`src/pkg/adcsq_pkg.sv`:
```
// constants and types shared by the conversion sequencer
package adcsq_pkg;
  localparam int unsigned SAMPLE_PERIODS   = 4;
  localparam int unsigned CONVERT_PERIODS  = 12;
  localparam int unsigned TOTAL_PERIODS    = SAMPLE_PERIODS + CONVERT_PERIODS;
  localparam int unsigned RESULT_W         = 12;
  localparam int unsigned DIV_SEL_W        = 3;
  localparam int unsigned PRESCALE_W       = 7;
  localparam int unsigned SRC_SEL_W        = 4;
  localparam int unsigned CHAN_SEL_W       = 4;
  localparam int unsigned REF_SEL_W        = 2;
  localparam logic [11:0] RESULT_FULL_SCALE = 12'hfff;
  localparam logic [3:0]  SRC_EXTERNAL      = 4'h0;
  localparam logic [3:0]  CHAN_NONE         = 4'hf;
  localparam logic [2:0]  DIV_BY_1          = 3'h0;
  localparam logic [4:0]  PERIOD_CNT_LAST   = 5'h0f;
  localparam logic [4:0]  SAMPLE_CNT_LAST   = 5'h03;
  localparam logic [4:0]  PERIOD_CNT_ZERO   = 5'h00;
  localparam logic [6:0]  PRESCALE_ZERO     = 7'h00;
  localparam logic [7:0]  RESULT_BYTE_ZERO  = 8'h00;

  typedef enum logic [1:0] {
    ADCSQ_IDLE    = 2'b00,
    ADCSQ_ARMED   = 2'b01,
    ADCSQ_SAMPLE  = 2'b10,
    ADCSQ_CONVERT = 2'b11
  } adcsq_state_e;
endpackage

```
`src/verilog/adcsq_clkdiv.sv`:
```
// converter clock enable derived from the system clock by a power-of-two divider
module adcsq_clkdiv
  import adcsq_pkg::*;
(
  input  wire logic                 clk,      // system clock
  input  wire logic                 rstn,     // async reset, active low
  input  wire logic                 ce,       // global clock enable
  input  wire logic                 run,      // divider counts while high
  input  wire logic [DIV_SEL_W-1:0] div_sel,  // divider select
  output logic                      tick      // one-cycle converter clock period end
);
  logic [PRESCALE_W-1:0] cnt_r;
  logic [PRESCALE_W-1:0] limit;

  // divide by 2**sel: period ends when the counter reaches 2**sel - 1
  assign limit = PRESCALE_W'((8'h01 << div_sel) - 8'h01);

  always_ff @(posedge clk or negedge rstn)
  begin
    if (!rstn)
      cnt_r <= PRESCALE_ZERO;
    else if (ce)
    begin
      if (!run || cnt_r == limit)
        cnt_r <= PRESCALE_ZERO;
      else
        cnt_r <= cnt_r + PRESCALE_W'(1);
    end
  end

  assign tick = ce && run && (cnt_r == limit);
endmodule

```
`src/verilog/adcsq_top.sv`:
```
// conversion sequencer: start detection, timing, busy/flag, result formatting
// What this block does
// - converter clock comes from the system clock through the divider select field.
// - divider encodings 000..111 give divide by 1,2,4,...,128.
// - converter is powered only while power enable is one.
// - source select picks external pin channel or internal signal; channel select picks pin.
// - internal source disconnects the external channel regardless of channel select.
// - reference select chooses the reference; amplifier settings apply when amplifier chosen.
// - format bit arranges the 12-bit result across high and low registers.
// - interrupt goes out only when global and converter enables are both high.
// - a low-high-low pulse on the start bit begins a conversion.
// - busy stays high through the whole conversion.
// - at completion busy drops and the new result is readable.
// - completion also sets the interrupt request flag.
// - a conversion takes 4 sampling plus 12 converting periods, 16 total.
// - power enable low means converter circuits draw no power.
// - result is an unsigned 12-bit code, full scale at the reference.
// - one code step is the reference divided by 4096.
// - transitions sit half a step low; full scale one and a half steps low.
module adcsq_top
  import adcsq_pkg::*;
(
  input  wire logic                  clk,                       // 100 MHz system clock
  input  wire logic                  rstn,                      // async reset, active low
  input  wire logic                  ce,                        // clock enable, freezes state
  input  wire logic                  start_bit,                 // software start bit level
  input  wire logic                  converter_power_enable,    // power enable bit
  input  wire logic [DIV_SEL_W-1:0]  conv_clock_divider_select, // divider select field
  input  wire logic [SRC_SEL_W-1:0]  input_source_select,       // source select field
  input  wire logic [CHAN_SEL_W-1:0] external_channel_select,   // pin channel select field
  input  wire logic [REF_SEL_W-1:0]  reference_source_select,   // reference select field
  input  wire logic                  result_format_select,      // 0: left, 1: right justified
  input  wire logic                  global_interrupt_enable,   // master interrupt enable
  input  wire logic                  converter_interrupt_enable,// converter interrupt enable
  input  wire logic                  irq_flag_clear,            // software clears request flag
  input  wire logic [RESULT_W-1:0]   analog_code,               // quantised code from the array
  output logic                       conversion_busy_flag,      // conversion in progress
  output logic                       irq_request_flag,          // sticky completion request
  output logic                       irq_out,                   // gated interrupt to the core
  output logic [7:0]                 result_high_reg,           // result high byte
  output logic [7:0]                 result_low_reg,            // result low byte
  output logic                       analog_power_on,           // analog bias enable
  output logic                       sample_hold,               // sampling switch closed
  output logic                       ext_channel_connect,       // external pin path closed
  output logic [CHAN_SEL_W-1:0]      ext_channel_active,        // pin channel routed
  output logic [SRC_SEL_W-1:0]       internal_source_active,    // internal source routed
  output logic [REF_SEL_W-1:0]       reference_active,          // reference routed
  output logic                       amplifier_ref_active       // amplifier output is reference
);
  adcsq_state_e state_r;
  adcsq_state_e state_nxt;
  logic [4:0]   period_r;
  logic         start_prev_r;
  logic         start_rise;
  logic         start_fall;
  logic         tick;
  logic         running;
  logic         done;
  localparam logic [1:0] REF_AMPLIFIER = 2'h3;

  // start bit is written by logic on the same clock: no synchroniser needed
  assign start_rise = start_bit && !start_prev_r;
  assign start_fall = !start_bit && start_prev_r;
  assign running    = (state_r == ADCSQ_SAMPLE) || (state_r == ADCSQ_CONVERT);
  assign done       = (state_r == ADCSQ_CONVERT) && tick && (period_r == PERIOD_CNT_LAST);

  always_ff @(posedge clk or negedge rstn)
  begin
    if (!rstn)
      start_prev_r <= 1'b0;
    else if (ce)
      start_prev_r <= start_bit;
  end

  // divider is held clear outside a conversion, so each launch starts a full period
  adcsq_clkdiv u_clkdiv (
    .clk     (clk),
    .rstn    (rstn),
    .ce      (ce),
    .run     (running),
    .div_sel (conv_clock_divider_select),
    .tick    (tick)
  );

  // rise arms, the following fall launches; a restart mid-conversion is honoured
  always_comb
  begin
    state_nxt = state_r;
    unique case (state_r)
      ADCSQ_IDLE:
        if (start_rise && converter_power_enable)
          state_nxt = ADCSQ_ARMED;
      ADCSQ_ARMED:
        if (!converter_power_enable)
          state_nxt = ADCSQ_IDLE;
        else if (start_fall)
          state_nxt = ADCSQ_SAMPLE;
      ADCSQ_SAMPLE:
        if (!converter_power_enable)
          state_nxt = ADCSQ_IDLE;
        else if (start_rise)
          state_nxt = ADCSQ_ARMED;
        else if (tick && period_r == SAMPLE_CNT_LAST)
          state_nxt = ADCSQ_CONVERT;
      ADCSQ_CONVERT:
        if (!converter_power_enable || done)
          state_nxt = ADCSQ_IDLE;
        else if (start_rise)
          state_nxt = ADCSQ_ARMED;
    endcase
  end

  always_ff @(posedge clk or negedge rstn)
  begin
    if (!rstn)
      state_r <= ADCSQ_IDLE;
    else if (ce)
      state_r <= state_nxt;
  end

  // period counter across the 16 converter clocks
  always_ff @(posedge clk or negedge rstn)
  begin
    if (!rstn)
      period_r <= PERIOD_CNT_ZERO;
    else if (ce)
    begin
      if (!running || state_nxt == ADCSQ_ARMED || state_nxt == ADCSQ_IDLE)
        period_r <= PERIOD_CNT_ZERO;
      else if (tick)
        period_r <= period_r + 5'h01;
    end
  end

  // busy from launch until completion
  always_ff @(posedge clk or negedge rstn)
  begin
    if (!rstn)
      conversion_busy_flag <= 1'b0;
    else if (ce)
      conversion_busy_flag <= (state_nxt == ADCSQ_SAMPLE)
                              || (state_nxt == ADCSQ_CONVERT);
  end

  // completion sets the request; set wins over a same-cycle clear
  always_ff @(posedge clk or negedge rstn)
  begin
    if (!rstn)
      irq_request_flag <= 1'b0;
    else if (ce)
    begin
      if (done)
        irq_request_flag <= 1'b1;
      else if (irq_flag_clear)
        irq_request_flag <= 1'b0;
    end
  end

  always_ff @(posedge clk or negedge rstn)
  begin
    if (!rstn)
      irq_out <= 1'b0;
    else if (ce)
      irq_out <= (done || (irq_request_flag && !irq_flag_clear))
                 && global_interrupt_enable && converter_interrupt_enable;
  end

  // result latched only at completion and held otherwise; code scaling and
  // transition offsets live in the analog array, the code is taken as is
  always_ff @(posedge clk or negedge rstn)
  begin
    if (!rstn)
    begin
      result_high_reg <= RESULT_BYTE_ZERO;
      result_low_reg  <= RESULT_BYTE_ZERO;
    end
    else if (ce && done)
    begin
      if (result_format_select)
      begin
        result_high_reg <= {4'h0, analog_code[11:8]};
        result_low_reg  <= analog_code[7:0];
      end
      else
      begin
        result_high_reg <= analog_code[11:4];
        result_low_reg  <= {analog_code[3:0], 4'h0};
      end
    end
  end

  // analog routing; everything except the reference routing off while unpowered
  always_ff @(posedge clk or negedge rstn)
  begin
    if (!rstn)
    begin
      analog_power_on        <= 1'b0;
      sample_hold            <= 1'b0;
      ext_channel_connect    <= 1'b0;
      ext_channel_active     <= CHAN_NONE;
      internal_source_active <= SRC_EXTERNAL;
      reference_active       <= 2'h0;
      amplifier_ref_active   <= 1'b0;
    end
    else if (ce)
    begin
      analog_power_on      <= converter_power_enable;
      sample_hold          <= converter_power_enable && state_nxt == ADCSQ_SAMPLE;
      ext_channel_connect  <= converter_power_enable
                              && input_source_select == SRC_EXTERNAL;
      ext_channel_active   <= (converter_power_enable && input_source_select == SRC_EXTERNAL)
                              ? external_channel_select : CHAN_NONE;
      internal_source_active <= converter_power_enable ? input_source_select : SRC_EXTERNAL;
      reference_active     <= reference_source_select;
      amplifier_ref_active <= converter_power_enable
                              && reference_source_select == REF_AMPLIFIER;
    end
  end

  // checks
  // slowest conversion: sixteen periods of the largest divider
  localparam logic [11:0] BUSY_LEN_MAX = 12'(TOTAL_PERIODS << PRESCALE_W);
  logic [11:0] busy_len_r;
  logic [9:0]  hold_len_r;
  always_ff @(posedge clk or negedge rstn)
  begin
    if (!rstn)
      busy_len_r <= 12'h000;
    else if (ce)
      busy_len_r <= conversion_busy_flag ? busy_len_r + 12'h001 : 12'h000;
  end

  // sampling window length in system clocks, for the divider in use
  always_ff @(posedge clk or negedge rstn)
  begin
    if (!rstn)
      hold_len_r <= 10'h000;
    else if (ce)
      hold_len_r <= sample_hold ? hold_len_r + 10'h001 : 10'h000;
  end

  chk_busy_on_launch: assert property (@(posedge clk) disable iff (!rstn)
    ce && state_r == ADCSQ_ARMED && start_fall && converter_power_enable
    |=> conversion_busy_flag)
    else $error("busy not raised after start pulse");
  chk_done_flags: assert property (@(posedge clk) disable iff (!rstn)
    ce && done |=> !conversion_busy_flag && irq_request_flag)
    else $error("completion did not drop busy and set request");
  chk_irq_gate: assert property (@(posedge clk) disable iff (!rstn)
    irq_out |-> $past(global_interrupt_enable) && $past(converter_interrupt_enable))
    else $error("interrupt out without both enables");
  chk_result_hold: assert property (@(posedge clk) disable iff (!rstn)
    !$past(done) |-> $stable(result_high_reg) && $stable(result_low_reg))
    else $error("result changed without completion");
  chk_ext_cut: assert property (@(posedge clk) disable iff (!rstn)
    ext_channel_connect |-> $past(input_source_select) == SRC_EXTERNAL)
    else $error("external channel connected with internal source");
  chk_power_gate: assert property (@(posedge clk) disable iff (!rstn)
    !converter_power_enable && ce |=> !analog_power_on && !sample_hold)
    else $error("analog active while unpowered");
  chk_busy_length: assert property (@(posedge clk) disable iff (!rstn)
    busy_len_r <= BUSY_LEN_MAX)
    else $error("conversion longer than 16 slowest periods");
  chk_div_by_one: assert property (@(posedge clk) disable iff (!rstn)
    ce && running && conv_clock_divider_select == DIV_BY_1 |-> tick)
    else $error("divide by one must tick every cycle");
  chk_sample_len: assert property (@(posedge clk) disable iff (!rstn)
    ce && state_r == ADCSQ_SAMPLE && state_nxt == ADCSQ_CONVERT |-> period_r == SAMPLE_CNT_LAST)
    else $error("sampling not four periods");
  chk_sample_window: assert property (@(posedge clk) disable iff (!rstn)
    ce && state_r == ADCSQ_CONVERT && $past(state_r) == ADCSQ_SAMPLE
    |-> hold_len_r == 10'(SAMPLE_PERIODS << conv_clock_divider_select))
    else $error("sampling window not four converter periods");
  chk_irq_off: assert property (@(posedge clk) disable iff (!rstn)
    ce && !global_interrupt_enable |=> !irq_out)
    else $error("interrupt out with global enable low");
  chk_start_refused: assert property (@(posedge clk) disable iff (!rstn)
    ce && state_r == ADCSQ_IDLE && !converter_power_enable |=> state_r == ADCSQ_IDLE)
    else $error("start accepted while unpowered");
  chk_int_cut: assert property (@(posedge clk) disable iff (!rstn)
    ce && input_source_select != SRC_EXTERNAL |=> !ext_channel_connect
    && ext_channel_active == CHAN_NONE)
    else $error("pin path left open with internal source");
  chk_ext_route: assert property (@(posedge clk) disable iff (!rstn)
    ce && converter_power_enable && input_source_select == SRC_EXTERNAL
    |=> ext_channel_active == $past(external_channel_select))
    else $error("selected pin channel not routed");
  chk_fmt_right: assert property (@(posedge clk) disable iff (!rstn)
    ce && done && result_format_select
    |=> result_high_reg[7:4] == 4'h0 && result_low_reg == $past(analog_code[7:0]))
    else $error("right-justified result misplaced");
  chk_fmt_left: assert property (@(posedge clk) disable iff (!rstn)
    ce && done && !result_format_select
    |=> result_low_reg[3:0] == 4'h0 && result_high_reg == $past(analog_code[11:4]))
    else $error("left-justified result misplaced");
  chk_restart: assert property (@(posedge clk) disable iff (!rstn)
    ce && running && start_rise && converter_power_enable |=> !conversion_busy_flag)
    else $error("new start did not abort the running conversion");
  chk_flag_clear: assert property (@(posedge clk) disable iff (!rstn)
    ce && irq_flag_clear && !done |=> !irq_request_flag)
    else $error("request flag not cleared");

  cov_conversion: cover property (@(posedge clk) disable iff (!rstn) done);
  cov_irq: cover property (@(posedge clk) disable iff (!rstn) irq_out);
  cov_set_clear: cover property (@(posedge clk) disable iff (!rstn) done && irq_flag_clear);
  cov_internal: cover property (@(posedge clk) disable iff (!rstn)
    done && input_source_select != SRC_EXTERNAL);
  cov_restart: cover property (@(posedge clk) disable iff (!rstn) running && start_rise);
endmodule

```
`config.mk`:
```
export PLATFORM = sky130hd
export DESIGN_NAME = adcsq_top
export DESIGN_NICKNAME = d
export VERILOG_FILES = /design/src/pkg/adcsq_pkg.sv /design/src/verilog/adcsq_clkdiv.sv /design/src/verilog/adcsq_top.sv
export SDC_FILE = /design/constraint.sdc
export NUM_CORES = 1
export LEC_CHECK = 0
export ABC_AREA = 1
export BUFFER_PORTS_ARGS = -buffer_cell sky130_fd_sc_hd__buf_2
export CORE_MARGIN = 5
export CORE_UTILIZATION = 56
export DETAILED_ROUTE_END_ITERATION = 12
export PLACE_DENSITY = 0.84
export SYNTH_ARGS = -nofsm -noshare
export SYNTH_HDL_FRONTEND = slang
export SYNTH_HIERARCHICAL = 1
export SYNTH_SLANG_ARGS = --single-unit
```
`constraint.sdc`:
```
create_clock -name clk -period 3.5 [get_ports clk]
set_clock_uncertainty 0.05 [all_clocks]
set_input_delay 0.175 -clock clk [delete_from_list [all_inputs] [get_ports clk]]
set_output_delay 0.175 -clock clk [all_outputs]
set_load 0.05 [all_outputs]
```
-- After elaboration in Yosys (flattened, before gate mapping)
Cells that the tools add are included.
- logic and storage cells: 82
- register bits: 48
- output and inout bits: 33
- add/subtract/negate cells: 3
- reductions and logical operators: 34
- shift-type cells: 1
- muxes and demuxes: 18
- equality and inequality tests: 10
- operators with widths (operator ; number):
    2-bit 2-to-1 mux ; 8
    8-bit 2-to-1 mux ; 2
    1-bit logical AND ; 15
    2-bit == test (second input constant) ; 5
    5-bit 2-to-1 mux ; 2
    4-bit 2-to-1 mux ; 2
    2-bit case mux with 4 select lines ; 1
    7-bit by 1-bit adder with 7-bit output (second input constant) ; 1
    7-bit == test ; 1
    1-bit logical OR ; 7
    7-bit 2-to-1 mux ; 1
    1-bit by 3-bit left shift with 7-bit output (first input constant) ; 1
    7-bit by 1-bit subtractor with 7-bit output (second input constant) ; 1
    5-bit by 1-bit adder with 5-bit output (second input constant) ; 1
    5-bit by 2-bit == test with 1-bit output (second input constant) ; 1
    5-bit by 4-bit == test with 1-bit output (second input constant) ; 1
    1-bit zero test ; 5
    2-bit by 1-bit == test with 1-bit output (second input constant) ; 2
    2-bit zero test ; 2
    4-bit zero test ; 1
    2-bit AND reduction ; 2
    2-bit nonzero test ; 2
    1-bit 2-to-1 mux ; 2

-- Longest topological paths before layout
- depth in word-level cells: 14
- depth in mapped cells: 18
- mapped depth without buffers: 17

-- Modules after synthesis
The synthesis kept the hierarchy.
- by module, submodules not included (module ; times used ; sequential area each (um2) ; area an instance (um2) ; cells an instance):
    adcsq_top ; 1 ; 1031.0 ; 1933.1 ; 221
    adcsq_clkdiv ; 1 ; 175.2 ; 576.8 ; 79

-- Worst setup path before layout
Ideal clock, no wire load.
- path type: flip-flop to flip-flop
- from: register u_clkdiv.cnt_r[3]
- to: register state_r[1]
- period minus slack after synthesis: 1.900 ns
- data arrival time: 1.717 ns
- buffers on the path: 1
- slack: 1.600 ns
- required time: 3.317 ns
- stages on the path, launching flop included: 16
- cells stage by stage: dfrtp_1 -> inv_1 -> nand2_1 -> nand2_1 -> nand3_1 -> nor2_1 -> nand3_2 -> nor2_1 -> nand2_2 -> inv_2 -> nand2_4 -> buf_6 -> nand3_4 -> nand2_1 -> nand2_1 -> o21ai_0
- cells in the longest elaborated chain, start to end: 7
- RTL lines (element ; line ; RTL):
    from (decl) ; adcsq_clkdiv.sv:12 ; logic [PRESCALE_W-1:0] cnt_r;
    from (signal assigned) ; adcsq_clkdiv.sv:27 ; cnt_r <= cnt_r + PRESCALE_W'(1);
    7-bit == test (*) ; adcsq_clkdiv.sv:31 ; assign tick = ce && run && (cnt_r == limit);
    1-bit logical AND (*) ; adcsq_clkdiv.sv:31 ;
    net tick ; adcsq_top.sv:56 ; logic tick;
    1-bit logical AND, on equally long branches ; adcsq_top.sv:103, adcsq_top.sv:65 ;
    2-bit 2-to-1 mux or 1-bit logical AND (tied branches) ; adcsq_top.sv:103, adcsq_top.sv:65 ;
    2-bit 2-to-1 mux or 1-bit logical OR (tied branches) ; adcsq_top.sv:101, adcsq_top.sv:106 ;
    2-bit 2-to-1 mux, on equally long branches ; adcsq_top.sv:99, adcsq_top.sv:106 ;
    2-bit case mux with 4 select lines (*) ; adcsq_top.sv:89 ; unique case (state_r)
    to (signal assigned) ; adcsq_top.sv:118 ; state_r <= state_nxt;
    to (decl) ; adcsq_top.sv:50 ; adcsq_state_e state_r;
The timed path passes the listed nets; every way through them passes the cells marked *.
A chain may end at the register's enable or synchronous reset.

-- Final worst setup path
- from: register u_clkdiv.cnt_r[3]
- to: register result_high_reg[0]
- cells in the longest elaborated chain, start to end: 5
- RTL lines (element ; line ; RTL):
    7-bit == test ; adcsq_clkdiv.sv:31 ;
    1-bit logical AND ; adcsq_clkdiv.sv:31 ;
    net tick ; adcsq_top.sv:56 ;
    1-bit logical AND (2 in series) ; adcsq_top.sv:65 ; assign done = (state_r == ADCSQ_CONVERT) && tick && (period_r == PERIOD_CNT_LAST);
    1-bit logical AND ; adcsq_top.sv:177 ; else if (ce && done)
    to (signal assigned) ; adcsq_top.sv:181 ; result_high_reg <= {4'h0, analog_code[11:8]};
    to (signal assigned) ; adcsq_top.sv:186 ; result_high_reg <= analog_code[11:4];
    to (decl) ; adcsq_top.sv:40 ; output logic [7:0] result_high_reg,
The timed path passes the listed nets, and every way through them passes these cells.

==> impl_metrics.csv <==
group,metric,value,unit
status,status,"finished with violations",
status,violations,"hold timing",
die,core-area,4350,µm²
placed_design,dp_hpwl,3.95,mm
die,fp.dieW,76.9,µm
sta,fin_crit,2.17,ns
logic_synthesis,ys_types,31,
power,peakVddDrop,265,µV
worst_setup_path,crit_chain,"inv_1, nand2_1, nand2_1, nand3_1, nor2_1, nand3_2, nor2_1, nand2_2, inv_2, nand2_4, nor2_8, nor2_1, a31oi_1",
global_routing,grt_use_total,0.190,
worst_setup_path,crit_path_start_kind,"register",
clock_tree,cts_tree,"yes",
worst_setup_path,crit_top_cell,"nor2_1",
die,dieArea,5920,µm²
worst_setup_path,r2r_cells,13,
clock_tree,clock_sinks,48,
route,first_iter_violations,92,
clock_tree,numCtsBuffers,5,
route,drc_errors,0,
layout,antennaDiodeCount,0,
global_routing,grt_pass1_vias,2078,
logic_synthesis,synth_cells,300,
clock_tree,cts-hold-fix-buffers,0,
logic_synthesis,syn_area,2510,µm²
min_path,hold_path_class,"in -> async",
sta,rsz0062_at_grt,"no",
layout,final_cell_mix,"90 x nand2_1, 66 x buf_2, 44 x dfrtp_1",
global_routing,grt_first_pass_wirelength,9.23,mm
route,wl,5.42,mm
sta,slew_headroom,0.313,
global_routing,grt_max_degree,49,
route,drt_first_pass_iters,4,
die,start_util,0.576,
layout,num-fill-cells,361,
placed_design,gp_congestion,0.826,
layout,instances_no_fill,414,
layout,area_growth,17.1,%
clock_tree,cts_resized,0,
sta,fin_crit_sh,0.619,
logic_synthesis,ys_seq_area_frac,0.481,
die,num_rows,24,
sta,fin_ws,1.33,ns
global_routing,overflow,0,
logic_synthesis,ys_ff_latch,48,
route,num_vias,2181,
sta,whs,-0.00604,ns
worst_setup_path,worst-path-max-fanout,25,
route,viasPerCell,5.27,
layout,fin_util,0.675,
clock_tree,clock_latency,0.30,ns
clock_tree,clk_pin_slew,0.09,ns
power,p_per_area,378,nW/µm²
worst_setup_path,max_stage_delay,0.39,ns
layout,layout_commonest_cell,"nand2_1",
placed_design,io_buffers,66,
worst_setup_path,cp.arrival,2.34,ns
global_routing,antenna_found_initial,0,
placed_design,post-place-ws,1.37,ns
route,wl_per_cell,13.1,µm
placed_design,placed_cell_area,2820,µm²
layout,fin_nets,398,
sta,max_clock_freq,0.462,GHz
sta,tightest_slew,1.03,ns
power,power_leakage,1.59,nW
sta,final-setup-viol-count,0,
logic_synthesis,yosysWarnings,6,
placed_design,dp.cells,406,
die,chipHeight,76.9,µm
worst_setup_path,cpMaxStageDelayCell,"dfrtp_1",
worst_setup_path,cp-end-kind,"register",
sta,hold_violations,15,
sta,slew_violations,0,
clock_tree,cts_buffer_depth,2,
clock_tree,post-cts-setup-buffer-count,0,
power,total_power,1.11,mW
logic_synthesis,syn_avg_cell_area,8.37,µm²
sta,setup_tns,0,ns
run,maxCapViolCount,0,
worst_setup_path,required,3.68,ns
worst_setup_path,crit_type,"reg -> reg",
layout,drive_gt1_frac,0.293,
die,io_pins,67,
clock_tree,root_buffer,"clkbuf_8",
logic_synthesis,syn-num-nets,337,
clock_tree,ctsHtreeMaxLevel,2,
layout,design_area,2940,µm²
route,ant_nets,0,
final timing paths:
path                                            start              endpoint  slack [ns]
max                                 u_clkdiv/cnt_r[3]    result_high_reg[0]        1.33
min                                              rstn     u_clkdiv/cnt_r[0]      -0.006
max reg2reg                         u_clkdiv/cnt_r[3]    result_high_reg[0]        1.33
min reg2reg                      conversion_busy_flag  conversion_busy_flag        0.44
max in group asynchronous                        rstn    result_high_reg[2]        2.77
min in group clk           reference_source_select[0]   reference_active[0]        0.04
critical path, delay by kind of cell, from the launching register on:
kind	cells	cell delay [ns]
AND/OR/NAND/NOR	10	1.28
flip-flops	1	0.39
buffers and inverters	2	0.20
AO/OA/AOI/OAI	1	0.15
cell families after synthesis:
group                      count (synthesis)  share of synthesized area
and+or+nand+nor                          154                      0.284
adders and majority gates                  3                     0.0150
xor gates and xnor gates                   9                     0.0314
buffers and inverters                     41                     0.0773
AOI/OAI and AO/OA                         45                      0.112
DFF                                       48                      0.481
cell usage after synthesis:
cell / instances / area, µm²
nor2_2: 2 / 12.5
buf_6: 3 / 33.8
nand3_2: 1 / 10.0
nor2_8: 1 / 20.0
nand2_2: 3 / 18.8
nand3_1: 25 / 125
xor2_1: 8 / 70.1
o21ai_0: 17 / 85.1
inv_2: 3 / 11.3
xnor2_1: 1 / 8.76
nand2_1: 90 / 338
a21oi_2: 8 / 70.1
dfstp_2: 4 / 105
o21ai_1: 3 / 15.0
a21oi_1: 5 / 25.0
buf_4: 3 / 22.5
buf_2: 1 / 5.00
nor3_2: 3 / 30.0
dlygate4sd1_1: 1 / 8.76
inv_1: 25 / 93.8
nor2_1: 21 / 78.8
nand2_4: 4 / 45.0
nand4_1: 1 / 6.26
nand3_4: 1 / 17.5
ha_1: 3 / 37.5
nor3_1: 1 / 5.00
clkbuf_1: 5 / 18.8
or2_2: 1 / 6.26
o22a_1: 4 / 35.0
a31oi_1: 8 / 50.1
dfrtp_1: 44 / 1100
power by group:
part	leakage, nW	switching, mW	internal, mW
Sequential	0.645	0.00778	0.566
Clock	0.0548	0.189	0.215
Combinational	0.885	0.0975	0.0362
Total	1.59	0.295	0.817
layout make-up:
| type | count | area, µm² | area share |
|---|---|---|---|
| timing repair buffer | 67 | 338 | 0.115 |
| multi-input combinational | 211 | 1110 | 0.378 |
| inverter | 28 | 105 | 0.0358 |
| tap | 52 | 65.1 | 0.0221 |
| clock inverter | 3 | 46.3 | 0.0158 |
| clock buffer | 5 | 68.8 | 0.0234 |
| sequential | 48 | 1210 | 0.410 |
routing by layer:
layer | GRT usage | wire length (µm) | up-vias
met3 | 0.0504 | 320 | 13
met4 | 0.0682 | 107 | 0
met5 | 0 | 0 | -
li1 | - | - | 1086
met1 | 0.227 | 2250 | 1015
met2 | 0.326 | 2740 | 67
No activity file was read; power rests on OpenSTA's default activity.
